### src/inc/ecd_pkg.sv
package ecd_pkg;

  // ==========================================================
  // Register port
  localparam int         ADDR_W          = 8;
  localparam int         DATA_W          = 32;
  localparam logic [7:0] REG_CONTROL     = 8'h00;
  localparam logic [7:0] REG_STATUS      = 8'h04;
  localparam logic [7:0] REG_IRQ_ENABLE  = 8'h08;
  localparam logic [7:0] REG_IRQ_CLEAR   = 8'h0C;
  localparam logic [7:0] REG_LIVE        = 8'h10;

  // ==========================================================
  // Control fields
  localparam int         CTL_SINGLE_RAIL = 0;
  localparam int         CTL_HOST_MODE   = 1;
  localparam int         CTL_EXTENDED    = 2;
  localparam int         CTL_ALL_ONES    = 3;
  localparam int         CTL_W           = 4;
  localparam logic [3:0] CONTROL_RESET   = 4'h0;

  // ==========================================================
  // Event and live status fields
  localparam int         EV_LOST_SET     = 0;
  localparam int         EV_LOST_CLEAR   = 1;
  localparam int         EV_VIOLATION    = 2;
  localparam int         EV_W            = 3;
  localparam logic [2:0] EV_RESET        = 3'h0;
  localparam int         LIVE_LOST       = 0;
  localparam int         LIVE_SHUTDOWN   = 1;
  localparam int         LIVE_ALL_ONES   = 2;

  // ==========================================================
  // Pin sampling vector
  localparam int         PIN_MASTER_CLK  = 0;
  localparam int         PIN_TX_CLK      = 1;
  localparam int         PIN_TX_POS      = 2;
  localparam int         PIN_TX_NEG      = 3;
  localparam int         PIN_ALL_ONES    = 4;
  localparam int         PIN_SHUTDOWN    = 5;
  localparam int         PIN_TEST_N      = 6;
  localparam int         PIN_RX_CLK      = 7;
  localparam int         PIN_RX_POS      = 8;
  localparam int         PIN_RX_NEG      = 9;
  localparam int         PIN_W           = 10;
  localparam logic [9:0] PIN_RESET       = 10'h000;

  // ==========================================================
  // Line coding
  localparam logic        CODE_AMI          = 1'b1;
  localparam int          CODE_DEPTH        = 4;
  localparam int          RUN_W             = 13;
  localparam logic [12:0] LOST_RUN_NORMAL   = 13'h0020;
  localparam logic [12:0] LOST_RUN_EXTENDED = 13'h1000;

  typedef enum logic [1:0] {
    MARK_NONE,
    MARK_PULSE,
    MARK_VIOL
  } ecd_mark_e;

  function automatic logic ecd_hit(input logic [7:0] addr, input logic [7:0] offset);
    return addr == offset;
  endfunction

endpackage

### src/inc/ecd_enc_if.sv
`timescale 1ns/10ps
interface ecd_enc_if;
  logic bitStrobe;
  logic nrzBit;
  logic amiMode;
  logic encPos;
  logic encNeg;

  modport encoder (
    input  bitStrobe,
    input  nrzBit,
    input  amiMode,
    output encPos,
    output encNeg
  );

  modport channel (
    output bitStrobe,
    output nrzBit,
    output amiMode,
    input  encPos,
    input  encNeg
  );
endinterface

### src/ecd_channel.sv
// Strobed register access and the register offsets are this design's own decisions.
`timescale 1ns/10ps
module ecd_channel (
  // Clock and reset
  input  wire logic        ref_clk,
  input  wire logic        reset_n,
  // Register port
  input  wire logic [7:0]  regAddr,
  input  wire logic [31:0] regWrData,
  input  wire logic        regWrite,
  input  wire logic        regRead,
  output logic      [31:0] regRdData,
  output logic             irq,
  // Transmit side pins
  input  wire logic        masterClockIn,
  input  wire logic        txLineClock,
  input  wire logic        txPosRailOrNrz,
  input  wire logic        txNegRailOrCodeSelect,
  input  wire logic        txAllOnesRequest,
  input  wire logic        txShutdownIn,
  input  wire logic        testTristateN,
  // Receive side pins from the line front end
  input  wire logic        rxRecoveredClock,
  input  wire logic        rxLinePos,
  input  wire logic        rxLineNeg,
  // Line outputs
  output logic             txLinePositive,
  output logic             txLinePositiveOe,
  output logic             txLineNegative,
  output logic             txLineNegativeOe,
  // Framer outputs
  output logic             rxPosRailOrNrz,
  output logic             rxPosRailOrNrzOe,
  output logic             rxNegRailOrViolation,
  output logic             rxNegRailOrViolationOe,
  output logic             rxLineClock,
  output logic             rxLineClockOe,
  output logic             signalLostOut,
  output logic             signalLostOutOe
);

  // ==========================================================
  // Pin synchronisers and edge finding
  logic [ecd_pkg::PIN_W-1:0] pinMeta;
  logic [ecd_pkg::PIN_W-1:0] pinS;
  logic [ecd_pkg::PIN_W-1:0] pinPrev;
  logic [ecd_pkg::PIN_W-1:0] asyncIn;
  logic                      masterEdge;
  logic                      txEdge;
  logic                      rxEdge;

  assign asyncIn = {rxLineNeg, rxLinePos, rxRecoveredClock, testTristateN, txShutdownIn,
                    txAllOnesRequest, txNegRailOrCodeSelect, txPosRailOrNrz, txLineClock, masterClockIn};

  always_ff @(posedge ref_clk) begin
    if (!reset_n) begin
      pinMeta <= ecd_pkg::PIN_RESET;
      pinS    <= ecd_pkg::PIN_RESET;
      pinPrev <= ecd_pkg::PIN_RESET;
    end else begin
      pinMeta <= asyncIn;
      pinS    <= pinMeta;
      pinPrev <= pinS;
    end
  end

  assign masterEdge = pinS[ecd_pkg::PIN_MASTER_CLK] & ~pinPrev[ecd_pkg::PIN_MASTER_CLK];
  assign txEdge     = pinS[ecd_pkg::PIN_TX_CLK] & ~pinPrev[ecd_pkg::PIN_TX_CLK];
  assign rxEdge     = pinS[ecd_pkg::PIN_RX_CLK] & ~pinPrev[ecd_pkg::PIN_RX_CLK];

  // ==========================================================
  // Control and status registers
  logic [ecd_pkg::CTL_W-1:0] control;
  logic [ecd_pkg::EV_W-1:0]  status;
  logic [ecd_pkg::EV_W-1:0]  irqEnable;
  logic [ecd_pkg::EV_W-1:0]  events;
  logic [ecd_pkg::EV_W-1:0]  clearMask;
  logic [ecd_pkg::EV_W-1:0]  next_status;
  logic [31:0]               readMux;
  logic                      wrControl;
  logic                      wrEnable;
  logic                      wrClear;
  logic                      singleRail;
  logic                      hostMode;
  logic                      allOnesActive;
  logic                      testOk;
  logic                      shutdown;
  logic                      txDrive;
  logic                      lostFlag;

  assign wrControl     = regWrite && ecd_pkg::ecd_hit(regAddr, ecd_pkg::REG_CONTROL);
  assign wrEnable      = regWrite && ecd_pkg::ecd_hit(regAddr, ecd_pkg::REG_IRQ_ENABLE);
  assign wrClear       = regWrite && ecd_pkg::ecd_hit(regAddr, ecd_pkg::REG_IRQ_CLEAR);
  assign clearMask     = wrClear ? regWrData[ecd_pkg::EV_W-1:0] : ecd_pkg::EV_RESET;
  // Set beats clear so an event in the clear cycle survives
  assign next_status   = (status & ~clearMask) | events;
  assign singleRail    = control[ecd_pkg::CTL_SINGLE_RAIL];
  assign hostMode      = control[ecd_pkg::CTL_HOST_MODE];
  // Pin request only counts outside host mode
  assign allOnesActive = hostMode ? control[ecd_pkg::CTL_ALL_ONES] : pinS[ecd_pkg::PIN_ALL_ONES];
  assign testOk        = pinS[ecd_pkg::PIN_TEST_N];
  // Shutdown is not gated by host mode
  assign shutdown      = pinS[ecd_pkg::PIN_SHUTDOWN];
  assign txDrive       = testOk && !shutdown;

  assign readMux =
    ecd_pkg::ecd_hit(regAddr, ecd_pkg::REG_CONTROL)    ? {28'h0000000, control} :
    ecd_pkg::ecd_hit(regAddr, ecd_pkg::REG_STATUS)     ? {29'h00000000, status} :
    ecd_pkg::ecd_hit(regAddr, ecd_pkg::REG_IRQ_ENABLE) ? {29'h00000000, irqEnable} :
    ecd_pkg::ecd_hit(regAddr, ecd_pkg::REG_LIVE)       ? {29'h00000000, allOnesActive, shutdown, lostFlag} :
    32'h00000000;

  always_ff @(posedge ref_clk) begin
    if (!reset_n) begin
      control   <= ecd_pkg::CONTROL_RESET;
      status    <= ecd_pkg::EV_RESET;
      irqEnable <= ecd_pkg::EV_RESET;
      regRdData <= 32'h00000000;
      irq       <= 1'b0;
    end else begin
      control   <= wrControl ? regWrData[ecd_pkg::CTL_W-1:0] : control;
      irqEnable <= wrEnable ? regWrData[ecd_pkg::EV_W-1:0] : irqEnable;
      status    <= next_status;
      regRdData <= regRead ? readMux : 32'h00000000;
      irq       <= |(status & irqEnable);
    end
  end

  // ==========================================================
  // Transmit path
  ecd_enc_if encLink ();
  logic      dualPos;
  logic      dualNeg;
  logic      onesPolarity;
  logic      next_linePos;
  logic      next_lineNeg;

  assign encLink.bitStrobe = txEdge && singleRail;
  assign encLink.nrzBit    = pinS[ecd_pkg::PIN_TX_POS];
  assign encLink.amiMode   = pinS[ecd_pkg::PIN_TX_NEG] == ecd_pkg::CODE_AMI;

  ecd_line_encoder lineEncoder (
    .ref_clk (ref_clk),
    .reset_n (reset_n),
    .enc     (encLink)
  );

  // All-ones takes priority over framer data
  assign next_linePos = allOnesActive ? onesPolarity :
                        singleRail ? encLink.encPos : dualPos;
  assign next_lineNeg = allOnesActive ? ~onesPolarity :
                        singleRail ? encLink.encNeg : dualNeg;

  always_ff @(posedge ref_clk) begin
    if (!reset_n) begin
      dualPos          <= 1'b0;
      dualNeg          <= 1'b0;
      onesPolarity     <= 1'b0;
      txLinePositive   <= 1'b0;
      txLineNegative   <= 1'b0;
      txLinePositiveOe <= 1'b0;
      txLineNegativeOe <= 1'b0;
    end else begin
      dualPos          <= txEdge ? pinS[ecd_pkg::PIN_TX_POS] : dualPos;
      dualNeg          <= txEdge ? pinS[ecd_pkg::PIN_TX_NEG] : dualNeg;
      onesPolarity     <= masterEdge ? ~onesPolarity : onesPolarity;
      txLinePositive   <= txDrive & next_linePos;
      txLineNegative   <= txDrive & next_lineNeg;
      txLinePositiveOe <= txDrive;
      txLineNegativeOe <= txDrive;
    end
  end

  // ==========================================================
  // Receive path
  logic [ecd_pkg::CODE_DEPTH-1:0] rxPipe;
  logic [ecd_pkg::RUN_W-1:0]      zeroRun;
  logic [ecd_pkg::RUN_W-1:0]      lostLimit;
  logic                           rxMark;
  logic                           rxPolarity;
  logic                           rxLastPolarity;
  logic                           rxViolation;
  logic                           rxAmi;
  logic                           rxSubst;
  logic                           codeViolation;
  logic                           lostRise;
  logic                           rxPosVal;
  logic                           rxNegVal;
  logic                           rxClockVal;

  assign rxMark        = pinS[ecd_pkg::PIN_RX_POS] | pinS[ecd_pkg::PIN_RX_NEG];
  assign rxPolarity    = pinS[ecd_pkg::PIN_RX_POS];
  assign rxViolation   = rxMark && rxPolarity == rxLastPolarity;
  assign rxAmi         = pinS[ecd_pkg::PIN_TX_NEG] == ecd_pkg::CODE_AMI;
  // Violation after two zeros is an HDB3 fill, not an error
  assign rxSubst       = !rxAmi && rxViolation && !rxPipe[0] && !rxPipe[1];
  assign codeViolation = rxViolation && !rxSubst;
  assign lostLimit     = (hostMode && control[ecd_pkg::CTL_EXTENDED]) ?
                         ecd_pkg::LOST_RUN_EXTENDED : ecd_pkg::LOST_RUN_NORMAL;
  assign lostRise      = rxEdge && !rxMark && !lostFlag && zeroRun == lostLimit - 13'h0001;

  assign events[ecd_pkg::EV_LOST_SET]   = lostRise;
  assign events[ecd_pkg::EV_LOST_CLEAR] = rxEdge && rxMark && lostFlag;
  assign events[ecd_pkg::EV_VIOLATION]  = rxEdge && singleRail && codeViolation;

  always_ff @(posedge ref_clk) begin
    if (!reset_n) begin
      rxPipe         <= '0;
      rxLastPolarity <= 1'b0;
      zeroRun        <= '0;
      lostFlag       <= 1'b0;
      rxPosVal       <= 1'b0;
      rxNegVal       <= 1'b0;
      rxClockVal     <= 1'b0;
    end else begin
      rxClockVal <= pinS[ecd_pkg::PIN_RX_CLK];
      if (rxEdge) begin
        rxLastPolarity <= rxMark ? rxPolarity : rxLastPolarity;
        // Clearing bit two drops the B of a B00V fill
        rxPipe   <= {rxPipe[2] & ~rxSubst, rxPipe[1], rxPipe[0], rxMark & ~rxSubst};
        zeroRun  <= rxMark ? '0 : (lostRise || lostFlag) ? zeroRun : zeroRun + 13'h0001;
        lostFlag <= rxMark ? 1'b0 : (lostFlag || lostRise);
        rxPosVal <= singleRail ? rxPipe[ecd_pkg::CODE_DEPTH-1] : pinS[ecd_pkg::PIN_RX_POS];
        rxNegVal <= singleRail ? codeViolation : pinS[ecd_pkg::PIN_RX_NEG];
      end
    end
  end

  // Pins float together in test; each value holds its own flop
  always_ff @(posedge ref_clk) begin
    if (!reset_n) begin
      rxPosRailOrNrz         <= 1'b0;
      rxNegRailOrViolation   <= 1'b0;
      rxLineClock            <= 1'b0;
      signalLostOut          <= 1'b0;
      rxPosRailOrNrzOe       <= 1'b0;
      rxNegRailOrViolationOe <= 1'b0;
      rxLineClockOe          <= 1'b0;
      signalLostOutOe        <= 1'b0;
    end else begin
      rxPosRailOrNrz         <= testOk & rxPosVal;
      rxNegRailOrViolation   <= testOk & rxNegVal;
      rxLineClock            <= testOk & rxClockVal;
      signalLostOut          <= testOk & lostFlag;
      rxPosRailOrNrzOe       <= testOk;
      rxNegRailOrViolationOe <= testOk;
      rxLineClockOe          <= testOk;
      signalLostOutOe        <= testOk;
    end
  end
endmodule

### src/ecd_line_encoder.sv
`timescale 1ns/10ps
module ecd_line_encoder (
  // Clock and reset
  input  wire logic  ref_clk,
  input  wire logic  reset_n,
  // Encoder link
  ecd_enc_if.encoder enc
);

  // ==========================================================
  // Four-bit lookahead so a run of zeros can be replaced whole
  ecd_pkg::ecd_mark_e pipe [ecd_pkg::CODE_DEPTH];
  logic               lastPolarity;
  logic               marksOdd;

  ecd_pkg::ecd_mark_e outKind;
  ecd_pkg::ecd_mark_e newKind;
  logic               emitPulse;
  logic               emitPolarity;
  logic               next_marksOdd;
  logic               allZero;
  logic               substitute;

  assign outKind       = pipe[ecd_pkg::CODE_DEPTH-1];
  assign newKind       = enc.nrzBit ? ecd_pkg::MARK_PULSE : ecd_pkg::MARK_NONE;
  assign emitPulse     = outKind != ecd_pkg::MARK_NONE;
  // Violation repeats the last polarity, any other mark alternates
  assign emitPolarity  = (outKind == ecd_pkg::MARK_VIOL) ? lastPolarity : ~lastPolarity;
  assign next_marksOdd = (outKind == ecd_pkg::MARK_VIOL)  ? 1'b0 :
                         (outKind == ecd_pkg::MARK_PULSE) ? ~marksOdd : marksOdd;
  assign allZero       = newKind == ecd_pkg::MARK_NONE && pipe[0] == ecd_pkg::MARK_NONE &&
                         pipe[1] == ecd_pkg::MARK_NONE && pipe[2] == ecd_pkg::MARK_NONE;
  assign substitute    = !enc.amiMode && allZero;

  always_ff @(posedge ref_clk) begin
    if (!reset_n) begin
      for (int i = 0; i < ecd_pkg::CODE_DEPTH; i++) begin
        pipe[i] <= ecd_pkg::MARK_NONE;
      end
      lastPolarity <= 1'b0;
      marksOdd     <= 1'b0;
      enc.encPos   <= 1'b0;
      enc.encNeg   <= 1'b0;
    end else if (enc.bitStrobe) begin
      // Odd marks since last violation: 000V, even: B00V
      pipe[3]      <= substitute ? (next_marksOdd ? ecd_pkg::MARK_NONE : ecd_pkg::MARK_PULSE) : pipe[2];
      pipe[2]      <= pipe[1];
      pipe[1]      <= pipe[0];
      pipe[0]      <= substitute ? ecd_pkg::MARK_VIOL : newKind;
      marksOdd     <= next_marksOdd;
      lastPolarity <= emitPulse ? emitPolarity : lastPolarity;
      enc.encPos   <= emitPulse & emitPolarity;
      enc.encNeg   <= emitPulse & ~emitPolarity;
    end
  end
endmodule

### config.mk
export PLATFORM = sky130hd
export DESIGN_NAME = ecd_channel
export DESIGN_NICKNAME = d
export VERILOG_FILES = /design/src/inc/ecd_pkg.sv /design/src/inc/ecd_enc_if.sv /design/src/ecd_channel.sv /design/src/ecd_line_encoder.sv
export SDC_FILE = /design/constraint.sdc
export NUM_CORES = 1
export LEC_CHECK = 0
export ABC_AREA = 1
export BUFFER_PORTS_ARGS = -buffer_cell sky130_fd_sc_hd__buf_2
export CAP_MARGIN = 20
export CORE_MARGIN = 3
export CORE_UTILIZATION = 56
export DETAILED_ROUTE_END_ITERATION = 16
export GPL_ROUTABILITY_DRIVEN = 0
export PLACE_DENSITY = 0.91
export SLEW_MARGIN = 20
export SYNTH_ARGS = -nofsm -noshare
export SYNTH_HDL_FRONTEND = slang
export SYNTH_HIERARCHICAL = 1
export SYNTH_SLANG_ARGS = --single-unit
### constraint.sdc
create_clock -name ref_clk -period 3.15 [get_ports ref_clk]
set_input_delay 0.1575 -clock ref_clk [delete_from_list [all_inputs] [get_ports ref_clk]]
set_output_delay 0.1575 -clock ref_clk [all_outputs]
set_load 0.02 [all_outputs]
After elaboration in Yosys (flattened, before gate mapping)
Memories as Yosys holds them, arrays and structs flattened.
Cells that the tools add are included.
- flip-flop bits (word level): 108
- memory bits (writable): 8
- input bits: 54
- output and inout bits: 45
- memories: 1
- add/subtract/negate cells: 2
- equality and inequality tests: 9
- mux-type cells: 31
- bitwise operators: 32
- reduce and logical (&&, ||, !) cells: 42
- memories (memory ; words ; bits a word ; read ports ; clocked after memory_dff ; write ports ; line ; source):
    lineEncoder.pipe ; 4 ; 2 ; 4 ; 0 ; 4 ; ecd_line_encoder.sv:12 ; ecd_pkg::ecd_mark_e pipe [ecd_pkg::CODE_DEPTH];
- operators with widths (operator ; number):
    $mux 13 ; 3
    $logic_and 1x1->1 ; 22
    $mux 1 ; 17
    $eq 8x4->1 const B ; 2
    $add 13x1->13 const B ; 1
    $and 1x1->1 ; 13
    $eq 13x13->1 ; 1
    $sub 13x1->13 const B ; 1
    $mux 2 ; 6
    $mux 3 ; 4
    $not 1->1 ; 10
    $eq 8x3->1 const B ; 1
    $eq 8x5->1 const B ; 1
    $logic_not 2->1 ; 4
    $logic_not 8->1 ; 1
    $reduce_and 2->1 ; 4
    $logic_not 1->1 ; 7
    $and 3x3->3 ; 2
    $or 1x1->1 ; 5
    $reduce_or 5->1 ; 1
    $mux 4 ; 1
    $not 3->3 ; 1
    $or 3x3->3 ; 1
    $reduce_or 3->1 ; 1
    other kinds (6) ; 6

Logic depth before layout (Yosys ltp)
Gate-level depths: netlist of run 1.
- depth after elaboration: 9
- depth in mapped cells: 10

Modules after synthesis
The synthesis of run 1 kept the hierarchy.
- modules (own cells, without submodules) (module ; instances ; cells each ; area each (um2) ; sequential area each (um2)):
    ecd_channel ; 1 ; 425 ; 3161.8 ; 1401.3
    ecd_line_encoder ; 1 ; 65 ; 568.0 ; 320.3

Worst setup path before layout of run 1
Ideal clock, no wire load.
- path kind: flip-flop to flip-flop
- from: register zeroRun[0] in the netlist's numbering
- to: register zeroRun[3] in the netlist's numbering
- arrival: 1.361 ns
- required time: 3.092 ns
- setup slack: 1.731 ns
- stages on the path, launching flop included: 10
- clock period less this slack: 1.419 ns
- cell sequence: dfxtp_1 > ha_1 > nand4_1 > nor2_2 > nand3_4 > nand2_8 > nand2_8 > nor2_8 > nand2_1 > nand2_1
- cells in the longest elaborated chain, start to end: 5
- elaborated cells between the ends (all ways): 8
- ends and longest elaborated chain (what ; line ; source):
    start, declared ; ecd_channel.sv:177 ; logic [ecd_pkg::RUN_W-1:0] zeroRun;
    start signal, assigned ; ecd_channel.sv:221 ; zeroRun <= rxMark ? '0 : (lostRise || lostFlag) ? zeroRun : zeroRun + 13'h0001;
    branches (longest 5 deep; another with $add 13x1->13) ; - ;
Parallel ways; which one is timed is not known. The select of a mux whose other input is x is not followed.
A chain may end at the register's enable or synchronous reset.

Worst setup path in the final report of run 1
- from: register pinS[7] in the netlist's numbering
- to: register zeroRun[1] in the netlist's numbering
- cells in the longest elaborated chain, start to end: 7
- ends and longest elaborated chain (what ; line ; source):
    start, declared ; ecd_channel.sv:45 ; logic [ecd_pkg::PIN_W-1:0] pinS;
    start signal, assigned ; ecd_channel.sv:58 ; pinS <= ecd_pkg::PIN_RESET;
    start signal, assigned ; ecd_channel.sv:62 ; pinS <= pinMeta;
    $and 1x1->1 * ; ecd_channel.sv:69 ; assign rxEdge = pinS[ecd_pkg::PIN_RX_CLK] & ~pinPrev[ecd_pkg::PIN_RX_CLK];
    $logic_and 1x1->1 (3 in a row) ; ecd_channel.sv:200 ; assign lostRise = rxEdge && !rxMark && !lostFlag && zeroRun == lostLimit - 13'h0001;
    $logic_or 1x1->1 ; ecd_channel.sv:221 ;
    $ne 2x2->1 (no source line) ; - ;
    $reduce_and 2->1 (no source line) * ; - ;
Mark *: on every way between the ends. The rest lies on a longest branch, timed or not.

==> results.json, run 1 <==
{
  "fp.dieW_um": 87.6,
  "dp_hpwl_mm": 4.84,
  "synth_top_area_frac": 0.397,
  "grt_max_degree": 48,
  "yosys_warnings": 6,
  "cts_htree_levels": 3,
  "drc": 0,
  "syn_area_um2": 3730,
  "synth_enable_flop_cells": 8,
  "vias": 3038,
  "max_freq_mhz": 595,
  "hold_viol_final": 0,
  "synthCells": 490,
  "status": "complete, no violations",
  "clk_pin_slew_ns": 0.08,
  "ys.flop_type": "dfxtp_1",
  "slew_viol_final": 0,
  "fin_setup_tns_ns": 0,
  "grt_overflow_total": 0,
  "grt_pass1_vias": 2762,
  "cts_made_buffers": 9,
  "dr.pass1.iters": 6,
  "clock-sinks": 82,
  "crit_path_start_kind": "flip-flop",
  "die_h_um": 87.6,
  "rsz0062_at_grt": "false",
  "p_total_mw": 1.90,
  "cts_resized": 0,
  "clock_power_share": 0.349,
  "synthArstFlopShare": 0,
  "ys_types": 34,
  "worstSetupPathDepth": 8,
  "p_seq_frac": 0.573,
  "core_um2": 6390,
  "cts_tree": "yes",
  "hold_depth": 3,
  "finalCritPeriodShare": 0.533,
  "grt_pass1_wl_mm": 11.3,
  "drt-total-wl_mm": 6.75,
  "switching_share": 0.259,
  "worstRegToRegCells": 8,
  "num_rows": 29,
  "cpMaxStageDelayCell": "dfxtp_1",
  "maxCapViolCount": 0,
  "dp_cells": 598,
  "period_minus_slack_ns": 1.68,
  "path_cells": "inv_1 > nor2_2 > inv_2 > nor2_4 > nand3_2 > nor2_2 > nand2_1 > nand2_1",
  "worstPathMaxFanout": 11,
  "slowest_delay_ns": 0.33,
  "worst-path-buf-inv": 2,
  "antenna_found_initial": 0,
  "worstPathRequired_ns": 3.44,
  "switching_power_mw": 0.491,
  "avgSynthCellArea_um2": 7.61,
  "hold_path_class": "in -> reg",
  "criticalPathCategory": "reg -> reg",
  "power.density_nw_per_um2": 459,
  "holdWs_ns": 0.0916,
  "drt_iter0_markers": 144,
  "nets": 597,
  "clk_path_buf_depth": 2,
  "drt-wirelength-per-cell_um": 10.8,
  "synthToLayoutAreaGrowth_pct": 11.0,
  "grt.total_usage": 0.187,
  "tightest_slew_ns": 0.557,
  "layout-drive-gt1-share": 0.157,
  "insertion_delay_ns": 0.35,
  "synth_seq_cells": 82,
  "crit_family": "simple AND/OR/NAND/NOR gates",
  "yosysSeqAreaShare": 0.462,
  "layout.cells.non_filler": 624,
  "io_pins": 99,
  "post-route-util": 0.649,
  "netlist_top_cells_area": "dfxtp_1 (40%), nand2_1 (11%), buf_4 (6.8%)",
  "viasPerCell": 4.87,
  "setup_viol_count_final": 0,
  "start_util": 0.584,
  "power_leakage_nw": 1.99,
  "p_comb_frac": 0.078,
  "skew_ns": 0.0102,
  "die_area_um2": 7680,
  "crit_arrival_ns": 1.97,
  "intPower_mw": 1.41,
  "relSlewSlack": 0.625,
  "io_buffers": 42,
  "synth_top_area_cell": "dfxtp_1",
  "cp-end-kind": "flip-flop",
  "antenna_left": 0,
  "vdd_drop_max_mv": 0.297,
  "root_buffer": "clkbuf_8",
  "post-cts-setup-buffers": 0,
  "num_antenna_cells": 0
}
-- Yosys cell counts, types with 2 or more instances --
master     number
xnor2_1         3
inv_1          67
nand4_1         4
o2111ai_1       3
o21ai_1         7
o21ai_0        11
a21oi_1        23
nor2_4          3
a31oi_1         2
o21bai_1        2
nand2_2         3
clkinv_1        2
nor3_1         11
nand3b_1        2
inv_2           4
nor2_2         10
nand2_1       113
buf_4          34
xor2_1          6
nand3_1        30
dfxtp_1        74
clkbuf_1        5
nand2_8         2
edfxtp_1        8
nor2_1         52
-- state kept, by name, indices dropped and copies added, names as in the netlist, 3 cells and up --
register,count
control,4
irqEnable,3
lineEncoder/pipe,8
pinMeta,10
pinPrev,4
pinS,10
regRdData,4
rxPipe,4
status,3
zeroRun,13
-- metal layers --
layer  GRT usage  part of all wire  up-vias
li1            -                 -     1575
met1       0.216              0.43     1318
met2       0.316              0.47      132
met3      0.0442             0.079       13
met4       0.105             0.018        0
met5           0                 0        -
-- what timing repair did --
| action | CTS | global route |
|---|---|---|
| endpoints found under the setup margin | 0 | 0 |
| hold buffers | 10 | 0 |
| hold endpoints to repair | 10 | 0 |
-- per-stage QoR --
step / area [um2] / setup WS (ns)
after floorplan: 3830 / 1.73
after global placement: 3870 / 1.53
after detailed placement: 3870 / 1.49
after CTS: 4140 / 1.48
after global routing: 4140 / 1.28
final: 4140 / 1.47
-- power groups by stage --
stage	logic [mW]	clock network, mW	registers, mW
floorplan	0.130	0	1.11
global placement	0.133	0	1.11
detailed placement	0.136	0	1.11
CTS	0.146	0.682	1.09
global route	0.165	0.714	1.09
finish	0.148	0.662	1.09
-- cells by family after synthesis --
kind of cell	Yosys count	synth area share
compound gates	49	0.0718
xor+xnor	9	0.0211
fa+ha+maj	1	0.00335
buf+inv	112	0.147
flops	82	0.462
other cells	1	0.00101
simple gates	236	0.294
-- path summary, 6_finish.rpt --
kind / start / to / slack [ns]
worst max register to register: pinS[7] / zeroRun[1] / 1.47
worst min register to register: pinMeta[8] / pinS[8] / 0.41
worst max-delay path: pinS[7] / zeroRun[1] / 1.47
worst min-delay path: regWrData[1] / irqEnable[1] / 0.09
-- cell usage in the layout (no fill, tap or decap), types with 2 or more instances in the layout --
cell type / Yosys / routed
nor2_4: 3 / 3
conb_1: 1 / 28
nand3_1: 30 / 30
clkinv_1: 2 / 2
dlygate4sd3_1: 0 / 10
dfxtp_1: 74 / 74
inv_1: 67 / 67
xnor2_1: 3 / 3
inv_2: 4 / 4
a31oi_1: 2 / 2
o21ai_1: 7 / 7
clkinv_2: 0 / 2
o21bai_1: 2 / 2
buf_2: 0 / 42
edfxtp_1: 8 / 8
nand2_8: 2 / 2
clkbuf_8: 0 / 9
o2111ai_1: 3 / 3
nor3_1: 11 / 11
nand2_2: 3 / 3
a21oi_1: 23 / 23
xor2_1: 6 / 6
nand3b_1: 2 / 2
nor2_2: 10 / 10
o21ai_0: 11 / 11
nor2_1: 52 / 52
nand4_1: 4 / 4
nand2_1: 113 / 113
clkinvlp_4: 0 / 2
-- worst register-to-register path, stage by stage (launching register included) --
cell and delay [ns]:
dfxtp_1 0.33, inv_1 0.05, nor2_2 0.33, inv_2 0.17
nor2_4 0.21, nand3_2 0.11, nor2_2 0.27, nand2_1 0.09
nand2_1 0.07
-- final cells by class --
type                       instances  area (um2)
clock inverter                     6        42.5
clock buffer                      10         128
multi-input combinational        323        1560
tap                               77        96.3
inverter                          73         274
fill                             490        2240
sequential                        82        1720
timing repair buffer              53         318
(Power assumes the default switching activity.)
==> run 2: changes to the inputs <==
CORE_UTILIZATION = 52   (was 56)
PLACE_DENSITY = 0.86   (was 0.91)
clock period = 1.6 ns   (was 3.15 ns; I/O delays follow)
==> run 2 against run 1 <==
Compared with the run above:
- setup slack worse by 1.4 ns
- final cell count increased by 5.4%
- clock power increased by 140%
- critical path type unchanged
- highest routed layer unchanged
- total power rose by 110%
- routed wire length increased by 12%
- sequential power rose by 96%
- sequential share of layout area down 2.0 points
- count of clock-buffer cells in the layout decreased by 1
==> results.json, run 2 (same netlist as run 1, synthesis figures left out) <==
{
  "min_from": "regWrData[2]",
  "synthToLayoutAreaGrowth_pct": 17.3,
  "layout_common_cells": "nand2_1 (111), dfxtp_1 (70), inv_1 (67)",
  "root_buffer": "clkbuf_8",
  "cts_made_buffers": 9,
  "crit_path_start_kind": "flip-flop",
  "criticalPathCategory": "reg -> reg",
  "io_pins": 99,
  "insertion_delay_ns": 0.36,
  "hold_viol_final": 0,
  "post-route-util": 0.637,
  "dr.pass1.iters": 4,
  "drc": 0,
  "hold_depth": 3,
  "stdcell_area_um2": 4380,
  "worstRegToRegCells": 9,
  "core_um2": 6870,
  "vias": 3151,
  "antenna_found_initial": 0,
  "dp_cells": 629,
  "clk_path_buf_depth": 2,
  "io_buffers": 42,
  "drt-total-wl_mm": 7.54,
  "power.density_nw_per_um2": 918,
  "grt_pass1_vias": 2873,
  "cts_htree_levels": 3,
  "clk_pin_slew_ns": 0.09,
  "maxCapViolCount": 0,
  "die_h_um": 90.7,
  "finalCritPeriodShare": 0.968,
  "layout.cells.non_filler": 658,
  "setup_ws_ns": 0.0510,
  "layout-drive-gt1-share": 0.192,
  "worstPathRequired_ns": 1.91,
  "grt_pass1_wl_mm": 12.2,
  "start_util": 0.543,
  "period_minus_slack_ns": 1.55,
  "placed_cell_area_um2": 4000,
  "power_leakage_nw": 2.10,
  "antenna_left": 0,
  "worstPathMaxFanout": 7,
  "die_area_um2": 8220,
  "clock-sinks": 82,
  "regMostFlops": "zeroRun",
  "grt_max_degree": 36,
  "holdPathEnd": "irqEnable[2]",
  "viasPerCell": 4.79,
  "skew_ns": 0.0102,
  "fp.dieW_um": 90.7,
  "drt-wirelength-per-cell_um": 11.5,
  "r2r-start": "zeroRun[1]",
  "crit_arrival_ns": 1.85,
  "cp-end-kind": "flip-flop",
  "hold_path_class": "in -> reg",
  "place_ws_ns": 0.0494,
  "slew_viol_final": 0,
  "dp_hpwl_mm": 5.27,
  "nets": 612,
  "grt_overflow_total": 0,
  "drt_iter0_markers": 256,
  "final_common_cell": "nand2_1",
  "cts_tree": "yes",
  "max_freq_mhz": 646,
  "fill_cells": 544,
  "status": "complete, no violations",
  "reg2reg_slack_ns": 0.05,
  "setup_viol_count_final": 0,
  "fin_setup_tns_ns": 0,
  "vdd_drop_max_mv": 0.441,
  "num_rows": 30,
  "reg2reg_to": "zeroRun[10]",
  "num_antenna_cells": 0,
  "largest_reg_flops": 13,
  "grt.total_usage": 0.181,
  "top_regs": "zeroRun (13), pinMeta (10), pinS (10)"
}
run 2: timing repair:
| action | in CTS | in global routing |
|---|---|---|
| setup buffers | 0 | 2 |
| setup endpoints to repair | 0 | 8 |
| hold buffers | 11 | 0 |
| gates resized for setup | 0 | 11 |
| endpoints found under the hold margin | 11 | 0 |
run 2: area by class of cell:
cell class                 instances  area [um2]  area share
sequential                        82        1730       0.396
multi-input combinational        323        1580       0.362
timing repair buffer              68         458       0.105
inverter                          73         274      0.0626
clock buffer                       9         124      0.0283
tap                               96         120      0.0275
clock inverter                     7        83.8      0.0192
run 2: how the worst max path moves through the flow:
stage               startpoint     endpoint
CTS                 zeroRun[0]   zeroRun[1]
global route        control[1]   zeroRun[1]
floorplan           zeroRun[0]   zeroRun[3]
global placement    zeroRun[0]  zeroRun[10]
detailed placement  zeroRun[0]   zeroRun[1]
finish              zeroRun[1]  zeroRun[10]
run 2: metrics by stage:
stage,total power [mW],hold WS [ns]
after floorplan,2.44,0.178
after global placement,2.47,0.265
after detailed placement,2.48,0.267
after CTS,4.03,0.00389
after global routing,4.16,0.0149
final,4.01,0.0188
run 2: power breakdown:
group	internal [mW]	switching, mW
combinational	0.105	0.213
sequential	2.11	0.0259
clock	0.753	0.803
run 2: per-layer routing:
layer | part of all wire | vias up | GRT usage
met5 | 0 | - | 0
met4 | 0.020 | 0 | 0.0829
met3 | 0.082 | 14 | 0.0475
met2 | 0.47 | 131 | 0.308
met1 | 0.43 | 1394 | 0.211
li1 | - | 1612 | -
run 2: critical path, cell delays in order, from the launching register on:
cell     delay [ns]
dfxtp_4        0.38
ha_4           0.14
nand4_1        0.15
nor2_2         0.17
nand3_4        0.14
nand2_8        0.13
nand2_8        0.08
nor2_8         0.17
nand2_1        0.08
nand2_1        0.05
==> run 3: changes to the inputs <==
CORE_UTILIZATION = 54   (was 52)
CTS_BUF_LIST = sky130_fd_sc_hd__clkbuf_4   (was default)
MAX_ROUTING_LAYER = met4   (was default)
PLACE_DENSITY = 0.89   (was 0.86)
==> run 3 against run 2 <==
Compared with the run above:
- final cell count decreased by 1.2%
- die area down 3.5%
- critical path depth fell by 1
- sequential share of layout area down 0.15 points
- via count grew 5.3%
- fmax is 0.78% lower
- critical path type unchanged
- critical endpoint is now zeroRun[6]
==> results.json, run 3 (same netlist as run 1, synthesis figures left out) <==
{
  "clk_pin_slew_ns": 0.14,
  "hold_depth": 3,
  "r2r-start": "zeroRun[0]",
  "hold_path_class": "in -> reg",
  "top_regs": "zeroRun (13), pinMeta (10), pinS (10)",
  "place_ws_ns": 0.0311,
  "insertion_delay_ns": 0.44,
  "reg2reg_slack_ns": 0.04,
  "setup_ws_ns": 0.0388,
  "finalCritPeriodShare": 0.976,
  "cts_htree_levels": 3,
  "layout_common_cells": "nand2_1 (111), dfxtp_1 (72), inv_1 (67)",
  "slew_viol_final": 0,
  "clk_path_buf_depth": 2,
  "core_um2": 6530,
  "cts_tree": "yes",
  "grt.total_usage": 0.208,
  "vdd_drop_max_mv": 0.667,
  "cts_made_buffers": 9,
  "period_minus_slack_ns": 1.56,
  "largest_reg_flops": 13,
  "die_area_um2": 7940,
  "skew_ns": 0.0221,
  "worstRegToRegCells": 8,
  "holdPathEnd": "control[0]",
  "viasPerCell": 5.10,
  "max_freq_mhz": 641,
  "criticalPathCategory": "reg -> reg",
  "worstPathRequired_ns": 1.94,
  "grt_pass1_wl_mm": 12.3,
  "hold_viol_final": 0,
  "antenna_left": 0,
  "synthToLayoutAreaGrowth_pct": 17.4,
  "grt_max_degree": 24,
  "vias": 3317,
  "rsz0062_at_grt": "true",
  "grt_pass1_vias": 2997,
  "dr.pass1.iters": 5,
  "drt_iter0_markers": 233,
  "drt-total-wl_mm": 7.90,
  "setup_viol_count_final": 0,
  "die_h_um": 89.1,
  "io_pins": 99,
  "maxCapViolCount": 0,
  "crit_arrival_ns": 1.90,
  "holdWs_ns": 0.00626,
  "drt-wirelength-per-cell_um": 12.1,
  "layout-drive-gt1-share": 0.192,
  "power.density_nw_per_um2": 878,
  "min_from": "regWrite",
  "io_buffers": 42,
  "power_leakage_nw": 2.12,
  "dp_hpwl_mm": 5.33,
  "reg2reg_to": "zeroRun[6]",
  "start_util": 0.571,
  "crit_path_start_kind": "flip-flop",
  "nets": 622,
  "clock-sinks": 82,
  "worstPathMaxFanout": 7,
  "status": "complete, no violations",
  "grt_overflow_total": 0,
  "fp.dieW_um": 89.1,
  "num_rows": 29,
  "root_buffer": "clkbuf_4",
  "cp-end-kind": "flip-flop",
  "final_common_cell": "nand2_1",
  "regMostFlops": "zeroRun",
  "drc": 0,
  "antenna_found_initial": 0
}
run 3: cell types whose count changed in the layout (fill, tap and decap cells not counted), sizes merged:
| cell | before | now |
|---|---|---|
| buf | 57 | 60 |
| diode | 0 | 1 |
| bufinv | 1 | 2 |
| clkinv | 4 | 5 |
| dlygate4sd3 | 11 | 18 |
| inv | 75 | 73 |
run 3: how the worst max path moves through the flow:
stage                     cells after the start       start          end  slack [ns]
after global routing                          9  zeroRun[5]   zeroRun[6]       -0.05
final                                         8  zeroRun[0]   zeroRun[6]        0.04
after CTS                                     9  zeroRun[0]   zeroRun[1]       0.001
after detailed placement                      9  zeroRun[0]  zeroRun[10]        0.03
after global placement                        9  zeroRun[0]  zeroRun[11]        0.12
after floorplan                               9  zeroRun[0]   zeroRun[3]        0.18
run 3: report_power, final:
part	switching [mW]	total (mW)	internal (mW)
clock	0.725	1.37	0.647
combinational	0.218	0.330	0.113
sequential	0.0258	2.14	2.12
total	0.969	3.85	2.88
run 3: area by class of cell:
cell class / instances / area [um2]
antenna: 1 / 2.50
multi-input combinational: 323 / 1590
clock inverter: 7 / 100
fill: 468 / 2150
clock buffer: 9 / 67.6
sequential: 82 / 1730
inverter: 73 / 274
tap: 77 / 96.3
timing repair buffer: 78 / 526
run 3: metal layers:
layer | track usage | up-vias | part of all wire
li1 | - | 1634 | -
met1 | 0.220 | 1468 | 0.40
met2 | 0.344 | 180 | 0.48
met3 | 0.0433 | 35 | 0.080
met4 | 0.147 | 0 | 0.039
met5 | - | - | 0
run 3: what timing repair did:
item                                    in CTS  in global routing
endpoints found under the setup margin       0                 18
hold buffers                                18                  0
gates resized for setup                      0                  9
hold endpoints to repair                    27                  0
buffers inserted                             0                  4
run 3: critical path, cell delays in order, from the launching register on:
cell and delay (ns):
dfxtp_4 0.39, ha_4 0.13, nand4_1 0.15, nor2_2 0.16
nand3_4 0.14, nand2_8 0.13, buf_4 0.12, nand3_1 0.09
a21oi_1 0.17
run 3: through the flow:
step / util / cell area [um2] / std cells / TNS, ns / power, mW
final: 0.670 / 4380 / 650 / 0 / 3.85
after global routing: 0.670 / 4380 / 649 / -0.0735 / 4.01
after CTS: 0.661 / 4320 / 645 / 0 / 3.86
after detailed placement: 0.608 / 3970 / 611 / 0 / 2.47
after global placement: 0.608 / 3970 / 611 / 0 / 2.46
after floorplan: - / 3830 / 517 / 0 / 2.44
